===== src/inc/bst_defs.vh =====
/*
  Constants of the boundary-scan test port: instruction codes, register
  lengths and identification word fields.
  Assumes inclusion by bare name from the design files.
*/
`ifndef BST_DEFS_VH
`define BST_DEFS_VH

// ==================================================
// Instruction register
`define BST_IR_W 4
`define BST_IR_EXTEST 4'h0
`define BST_IR_SAMPLE 4'h1
`define BST_IR_IDCODE 4'h2
`define BST_IR_CLAMP 4'h3
`define BST_IR_HIGHZ 4'h4
`define BST_IR_BYPASS 4'hF
`define BST_IR_CAPTURE 4'h1

// ==================================================
// Identification word fields
`define BST_ID_W 32
`define BST_ID_REV_HI 31
`define BST_ID_REV_LO 28
`define BST_ID_PART_HI 27
`define BST_ID_PART_LO 12
`define BST_ID_MAKER_HI 11
`define BST_ID_MAKER_LO 1
`define BST_ID_LSB 0

// ==================================================
// Boundary chain: one cell per core input, two per output (data, enable)
`define BST_NIN 4
`define BST_NOUT 4
`define BST_BSR_W 12

`endif


===== src/core/bst_tap.v =====
/*
  Boundary-scan test access port with instruction register, bypass,
  identification register and boundary chain over sampled pins.
  Assumes the test pins arrive asynchronously to ref_clk and that the test
  clock is much slower than ref_clk so its edges can be found by sampling.
*/
// Function
// RL1: Five-signal test port: test clock, mode select, data in, data out, test reset.
// RL2: Sample/preload captures pin values into the chain and lets preset values shift in.
// RL3: External test drives pins from boundary values shifted in earlier.
// RL4: Bypass puts a one-bit register between data in and data out.
// RL5: Identification instruction shifts the 32-bit identification word out.
// RL6: Clamp forces preset boundary values onto output pins.
// RL7: High-impedance instruction releases every output pin.
// RL8: Bits 31 to 28 hold the revision, starting at one.
// RL9: Bits 27 to 12 hold the fixed sixteen-bit part number.
// RL10: Bits 11 to 1 hold the maker code; bit 0 is one.
// RL11: Host programs identical host_latency_setting into all engines of a bank.
// RL12: Controller holds test reset low until both supplies settle.
// RL13: Standard sixteen-state controller; sample on rising, drive data out on falling edge.
// RL14: Own opcodes, all-ones bypass, identification selected after test reset.
`timescale 1ns/1ps
`default_nettype none
`include "bst_defs.vh"

module bst_tap #(
  parameter [3:0] REVISION = 4'h1,       // Arbitrary value
  parameter [15:0] PART_CODE = 16'h5A5A, // Arbitrary value
  parameter [10:0] MAKER_CODE = 11'h2A5  // Arbitrary value
) (
  input wire ref_clk,
  input wire rst_n,
  input wire tck,
  input wire tms,
  input wire tdi,
  input wire trst_n,
  output reg tdo,
  output reg tdo_oe,
  input wire [`BST_NIN-1:0] pin_in,
  input wire [`BST_NOUT-1:0] core_out,
  input wire [`BST_NOUT-1:0] core_oe,
  output reg [`BST_NOUT-1:0] pin_out,
  output reg [`BST_NOUT-1:0] pin_oe
);

  // TAP states, standard encoding order
  localparam [3:0] S_RESET = 4'h0, S_IDLE = 4'h1, S_SEL_DR = 4'h2, S_CAP_DR = 4'h3,
    S_SH_DR = 4'h4, S_EX1_DR = 4'h5, S_PA_DR = 4'h6, S_EX2_DR = 4'h7, S_UP_DR = 4'h8,
    S_SEL_IR = 4'h9, S_CAP_IR = 4'hA, S_SH_IR = 4'hB, S_EX1_IR = 4'hC, S_PA_IR = 4'hD,
    S_EX2_IR = 4'hE, S_UP_IR = 4'hF;

  // ==================================================
  // Input synchronisers
  reg [7:0] sy1_r;
  reg [7:0] sy2_r;
  reg tck_d_r;
  // All async pins, boundary inputs included, pass two flops before use
  always @(posedge ref_clk or negedge rst_n)
  begin
    if (!rst_n)
    begin
      sy1_r <= 8'h00;
      sy2_r <= 8'h00;
      tck_d_r <= 1'b0;
    end
    else
    begin
      sy1_r <= {pin_in, trst_n, tck, tms, tdi};
      sy2_r <= sy1_r;
      tck_d_r <= sy2_r[2];
    end
  end

  wire trst_s_n = sy2_r[3];
  wire tck_s = sy2_r[2];
  wire tms_s = sy2_r[1];
  wire tdi_s = sy2_r[0];
  wire [`BST_NIN-1:0] pin_in_s = sy2_r[7:4]; // Captured pin levels, two flops late
  wire tck_rise = tck_s & ~tck_d_r; // see RL13
  wire tck_fall = ~tck_s & tck_d_r; // see RL13

  // ==================================================
  // Next-state function of the controller
  function [3:0] bst_next;
    input [3:0] st;
    input m;
    begin
      case (st)
        S_RESET: bst_next = m ? S_RESET : S_IDLE;
        S_IDLE: bst_next = m ? S_SEL_DR : S_IDLE;
        S_SEL_DR: bst_next = m ? S_SEL_IR : S_CAP_DR;
        S_CAP_DR: bst_next = m ? S_EX1_DR : S_SH_DR;
        S_SH_DR: bst_next = m ? S_EX1_DR : S_SH_DR;
        S_EX1_DR: bst_next = m ? S_UP_DR : S_PA_DR;
        S_PA_DR: bst_next = m ? S_EX2_DR : S_PA_DR;
        S_EX2_DR: bst_next = m ? S_UP_DR : S_SH_DR;
        S_UP_DR: bst_next = m ? S_SEL_DR : S_IDLE;
        S_SEL_IR: bst_next = m ? S_RESET : S_CAP_IR;
        S_CAP_IR: bst_next = m ? S_EX1_IR : S_SH_IR;
        S_SH_IR: bst_next = m ? S_EX1_IR : S_SH_IR;
        S_EX1_IR: bst_next = m ? S_UP_IR : S_PA_IR;
        S_PA_IR: bst_next = m ? S_EX2_IR : S_PA_IR;
        S_EX2_IR: bst_next = m ? S_UP_IR : S_SH_IR;
        S_UP_IR: bst_next = m ? S_SEL_DR : S_IDLE;
        default: bst_next = S_RESET;
      endcase
    end
  endfunction

  reg [3:0] state_r;
  reg [`BST_IR_W-1:0] ir_sh_r;
  reg [`BST_IR_W-1:0] ir_r;
  reg bypass_r;
  reg [`BST_ID_W-1:0] id_sh_r;
  reg [`BST_BSR_W-1:0] bsr_sh_r;
  reg [`BST_BSR_W-1:0] bsr_up_r;

  wire [`BST_ID_W-1:0] id_word = {REVISION, PART_CODE, MAKER_CODE, 1'b1}; // see RL8 RL9 RL10
  wire [`BST_BSR_W-1:0] pin_snap = {core_oe, core_out, pin_in_s};
  wire ir_bsr = (ir_r == `BST_IR_EXTEST) || (ir_r == `BST_IR_SAMPLE) ||
    (ir_r == `BST_IR_CLAMP);

  // ==================================================
  // Controller and scan registers, updated on rising test clock
  always @(posedge ref_clk or negedge rst_n)
  begin
    if (!rst_n)
    begin
      state_r <= S_RESET;
      ir_sh_r <= `BST_IR_CAPTURE;
      ir_r <= `BST_IR_IDCODE;
      bypass_r <= 1'b0;
      id_sh_r <= {`BST_ID_W{1'b0}};
      bsr_sh_r <= {`BST_BSR_W{1'b0}};
      bsr_up_r <= {`BST_BSR_W{1'b0}};
    end
    else if (!trst_s_n)
    begin
      // Test reset forces the reset state; chain contents are kept
      state_r <= S_RESET; // see RL1
      ir_r <= `BST_IR_IDCODE; // see RL14
    end
    else if (tck_rise)
    begin
      state_r <= bst_next(state_r, tms_s); // see RL13
      case (state_r)
        S_RESET: ir_r <= `BST_IR_IDCODE; // see RL14
        S_CAP_IR: ir_sh_r <= `BST_IR_CAPTURE;
        S_SH_IR: ir_sh_r <= {tdi_s, ir_sh_r[`BST_IR_W-1:1]};
        S_UP_IR: ir_r <= ir_sh_r;
        S_CAP_DR:
        begin
          bypass_r <= 1'b0; // see RL4
          id_sh_r <= id_word; // see RL5
          if (ir_bsr)
            bsr_sh_r <= pin_snap; // see RL2
        end
        S_SH_DR:
        begin
          bypass_r <= tdi_s; // see RL4
          id_sh_r <= {tdi_s, id_sh_r[`BST_ID_W-1:1]}; // see RL5
          bsr_sh_r <= {tdi_s, bsr_sh_r[`BST_BSR_W-1:1]}; // see RL2
        end
        S_UP_DR:
          if (ir_bsr)
            bsr_up_r <= bsr_sh_r; // Preload for later external test, see RL2 RL3
        default: state_r <= bst_next(state_r, tms_s);
      endcase
    end
  end

  // ==================================================
  // Data out changes on the falling test clock edge
  always @(posedge ref_clk or negedge rst_n)
  begin
    if (!rst_n)
    begin
      tdo <= 1'b0;
      tdo_oe <= 1'b0;
    end
    else if (!trst_s_n)
    begin
      tdo <= 1'b0; // see RL1
      tdo_oe <= 1'b0;
    end
    else if (tck_fall)
    begin
      tdo_oe <= (state_r == S_SH_DR) || (state_r == S_SH_IR); // see RL13
      if (state_r == S_SH_IR)
        tdo <= ir_sh_r[0];
      else if (state_r != S_SH_DR)
        tdo <= 1'b0; // Quiet while the enable is low, so a released pin never shows stale data
      else if (ir_r == `BST_IR_IDCODE)
        tdo <= id_sh_r[0]; // see RL5
      else if (ir_bsr)
        tdo <= bsr_sh_r[0];
      else
        tdo <= bypass_r; // Unused opcodes behave as bypass, see RL4
    end
  end

  // ==================================================
  // Pin multiplexer; output registered, so pins lag the core by one cycle
  always @(posedge ref_clk or negedge rst_n)
  begin
    if (!rst_n)
    begin
      pin_out <= {`BST_NOUT{1'b0}};
      pin_oe <= {`BST_NOUT{1'b0}};
    end
    else if (ir_r == `BST_IR_HIGHZ)
    begin
      pin_out <= core_out;
      pin_oe <= {`BST_NOUT{1'b0}}; // see RL7
    end
    else if ((ir_r == `BST_IR_EXTEST) || (ir_r == `BST_IR_CLAMP))
    begin
      // Clamp reuses the preloaded update stage, see RL3 RL6
      pin_out <= bsr_up_r[2*`BST_NOUT-1:`BST_NOUT];
      pin_oe <= bsr_up_r[`BST_BSR_W-1:2*`BST_NOUT];
    end
    else
    begin
      pin_out <= core_out;
      pin_oe <= core_oe;
    end
  end

endmodule // bst_tap

`default_nettype wire


===== config.mk =====
export PLATFORM = sky130hd
export DESIGN_NAME = bst_tap
export DESIGN_NICKNAME = d
export VERILOG_FILES = /design/src/core/bst_tap.v
export VERILOG_INCLUDE_DIRS = /design/src /design/src/inc
export SDC_FILE = /design/constraint.sdc
export NUM_CORES = 1
export LEC_CHECK = 0
export BUFFER_PORTS_ARGS = -buffer_cell sky130_fd_sc_hd__buf_2
export CAP_MARGIN = 20
export CORE_MARGIN = 1
export CORE_UTILIZATION = 40
export CTS_BUF_LIST = sky130_fd_sc_hd__clkbuf_16
export DETAILED_ROUTE_END_ITERATION = 8
export PLACE_DENSITY = 0.55
export SLEW_MARGIN = 5
export SYNTH_ARGS = -nofsm -noshare
export SYNTH_HDL_FRONTEND = slang
export SYNTH_SLANG_ARGS = --single-unit

===== constraint.sdc =====
create_clock -name ref_clk -period 5.6 [get_ports ref_clk]
set_input_delay 0.28 -clock ref_clk [delete_from_list [all_inputs] [get_ports ref_clk]]
set_output_delay 0.28 -clock ref_clk [all_outputs]
set_load 0.02 [all_outputs]

==> flow_metrics.tcl <==
set metrics [dict create \
    grt_use_total 0.1526 \
    critPathTopFamily "simple AND/OR/NAND/NOR gates" \
    end_kind "register" \
    mostFrequentLayoutCells "89 x dfrtp_1, 29 x mux2_2, 26 x buf_2" \
    post_cts.repair.setup_buffers 0 \
    drive_above_1_share 0.2843 \
    synth_seq_cells 91 \
    cp.required_ps 5810 \
    combPwrFrac 0.068 \
    antenna_found_initial 0 \
    routabilityCongestion 0.7547 \
    power.density_nw_per_um2 325.0 \
    layout_commonest_cell "dfrtp_1" \
    synth_top_area_share 0.5842 \
    cp_max_fo 17 \
    start_kind "register" \
    power.leakage_nw 1.998 \
    via_per_inst 5.287 \
    syn_inst 285 \
    period_share 0.4415 \
    finalHoldViolCount 0 \
    start_util 0.4126 \
    io-pin-count 28 \
    hold_path_class "input port to register" \
    syn2layout_area_growth_pct 13.06 \
    sequentialPowerShare 0.522 \
    yosysTopAreaCell "dfrtp_1" \
    post-route-util 0.4665 \
    clock_skew_ps 6.807 \
    cts.hold.buffers_added 1 \
    numCtsBuffers 9 \
    finalMaxSlewViolations 0 \
    cts_tree "done" \
    cpPeakStageDelay_ps 920 \
    maxSlewHeadroom 0.3098 \
    clock_latency_ps 330 \
    ir_worst_vdd_mv 0.1433 \
    dieArea_um2 9925 \
    ctsResizeCount 0 \
    num_rows 35 \
    antenna_cells 0 \
    ys_warn_count 0 \
    ant_nets 0 \
    p_sw_frac 0.2205 \
    power_w 0.001401 \
    rsz0062_at_grt "false" \
    clk_pin_slew_ps 60 \
    synth.avg_cell_area_um2 13.38 \
    avgRoutedWirePerCell_um 15.45 \
    synth_edf_count 0 \
    tightestPinTransition_ps 1031 \
    synth_area_leaders "dfrtp_1 58%, mux2_2 8.6%, a22o_1 5.1%" \
    grt_pass1_vias 2352 \
    die_h_um 99.63 \
    setup_viol 0 \
    final_nets 327 \
    synth_nets 303 \
    synthFlopType "dfrtp_1" \
    fmax_ghz 0.4044 \
    clkPwrFrac 0.411 \
    synth-async-reset-ratio 1.000 \
    via_count 2337 \
    crit_buf_inv 0 \
    ys_types 50 \
    core_area_um2 9240 \
    drv_cap 0 \
    drc 0 \
    grt_max_degree 66 \
    h-tree-depth 3 \
    status "complete, no violations" \
    path_cells "nor4b_4 > nand3_2 > o22a_1" \
    internal_power_w 0.001092 \
    cts.sinks 91 \
    dp_hpwl_um 4349 \
    grt.overflow.total 0 \
    setup_tns_ps 0 \
    critPathSlowestCell "nor4b_4" \
    synthesis.area_um2 3812 \
    p_sw_w 0.0003089 \
    grt_pass1_wl_um 11690 \
    totalWireLength_um 6828 \
    dr.first_iter.drc_count 141 \
    min_period_ps 2473 \
    clk_path_buf_depth 2 \
    fp.dieW_um 99.63 \
    cts_root_buf "clkbuf_16" \
    yosysSeqAreaShare 0.5980 \
    drtPass1Iterations 4 \
    numPortBuffers 27 \
    critPathKind "register to register" \
    crit_arrival_ps 2690 \
]
==> power by group through the flow <==
stage | clock network [W] | logic (W) | registers, W
after floorplan | 0 | 0.0000664 | 0.000735
after global placement | 0 | 0.0000953 | 0.000742
after detailed placement | 0 | 0.0000968 | 0.000743
after CTS | 0.000593 | 0.0000977 | 0.000731
after global routing | 0.000618 | 0.000108 | 0.000737
final | 0.000575 | 0.0000952 | 0.000731
==> per-layer routing <==
| layer | share of wire | wire [µm] | up-vias | track usage |
|---|---|---|---|---|
| li1 | - | - | 1106 | - |
| met1 | 0.50 | 3416 | 1188 | 0.2191 |
| met2 | 0.46 | 3126 | 34 | 0.2196 |
| met3 | 0.029 | 196 | 9 | 0.03865 |
| met4 | 0.013 | 89 | 0 | 0.06561 |
| met5 | 0 | 0 | - | 0 |
==> stage by stage <==
step | setup slack (ps) | instances | hold WS, ps | instance area (µm²)
floorplan | 3763 | 285 | -15.59 | 3812
global placement | 2812 | 425 | 219.3 | 4009
detailed placement | 2639 | 425 | 219.8 | 4009
CTS | 2596 | 441 | 41.85 | 4303
global route | 2929 | 442 | 34.87 | 4310
finish | 3127 | 442 | 53.79 | 4310
==> kinds of logic (layout without fill, tap and decap cells) <==
kind of cell    Yosys count  after routing  synth area share
compound gates           82             82            0.1625
buf+inv                  23             51           0.03577
simple gates             49             49           0.07910
mux                      39             39            0.1224
flops                    91             91            0.5980
xor+xnor                  1              1          0.002298
==> cells in the mapped netlist, drive strengths merged, types with 2 or more instances <==
cell and n:
dfrtp 89, mux2 37, a22o 22, buf 15, o22a 15, o21ai 10
nor2 9, a21oi 8, nand2 8, nor2b 7, a22oi 6, nor3 6
a31oi 5, a21o 4, inv 4, nand2b 4, nand3 4, clkbuf 3
a211o 2, and3 2, dfstp 2, mux2i 2, o22ai 2
==> worst paths after layout <==
check | from | to | slack [ps] | cells after the start
max | state_r[2] | id_sh_r[16] | 3130 | 3
min | trst_n | sy1_r[3] | 50 | 1
max reg2reg | state_r[2] | id_sh_r[16] | 3130 | 3
min reg2reg | sy1_r[4] | sy2_r[4] | 350 | 0
max in group asynchronous | rst_n | sy1_r[4] | 4110 | 3
min in group asynchronous | rst_n | tck_d_r | 400 | 2
==> registers in the layout, summed over array words and instances (netlist names) <==
name and count:
id_sh_r 31, tdo 1, tck_d_r 1, sy2_r 8, tdo_oe 1, bsr_sh_r 12, bypass_r 1, state_r 4
pin_oe 4, sy1_r 8, pin_out 4, ir_r 4, ir_sh_r 4, bsr_up_r 8
==> worst register-to-register path: stages, from the launching register on <==
cell and delay [ps]:
dfrtp_1 640, nor4b_4 920, nand3_2 480, o22a_1 320
==> area by class of cell <==
cell class                      instances  area (µm²)
Clock inverter                          6       58.81
Fill cell                             833        4930
Clock buffer                            9       225.2
Tap cell                              129       161.4
Multi-Input combinational cell        171        1396
Timing Repair Buffer                   31       170.2
Inverter                                5       18.77
Sequential cell                        91        2280
Power figures use the tool's default switching activity.
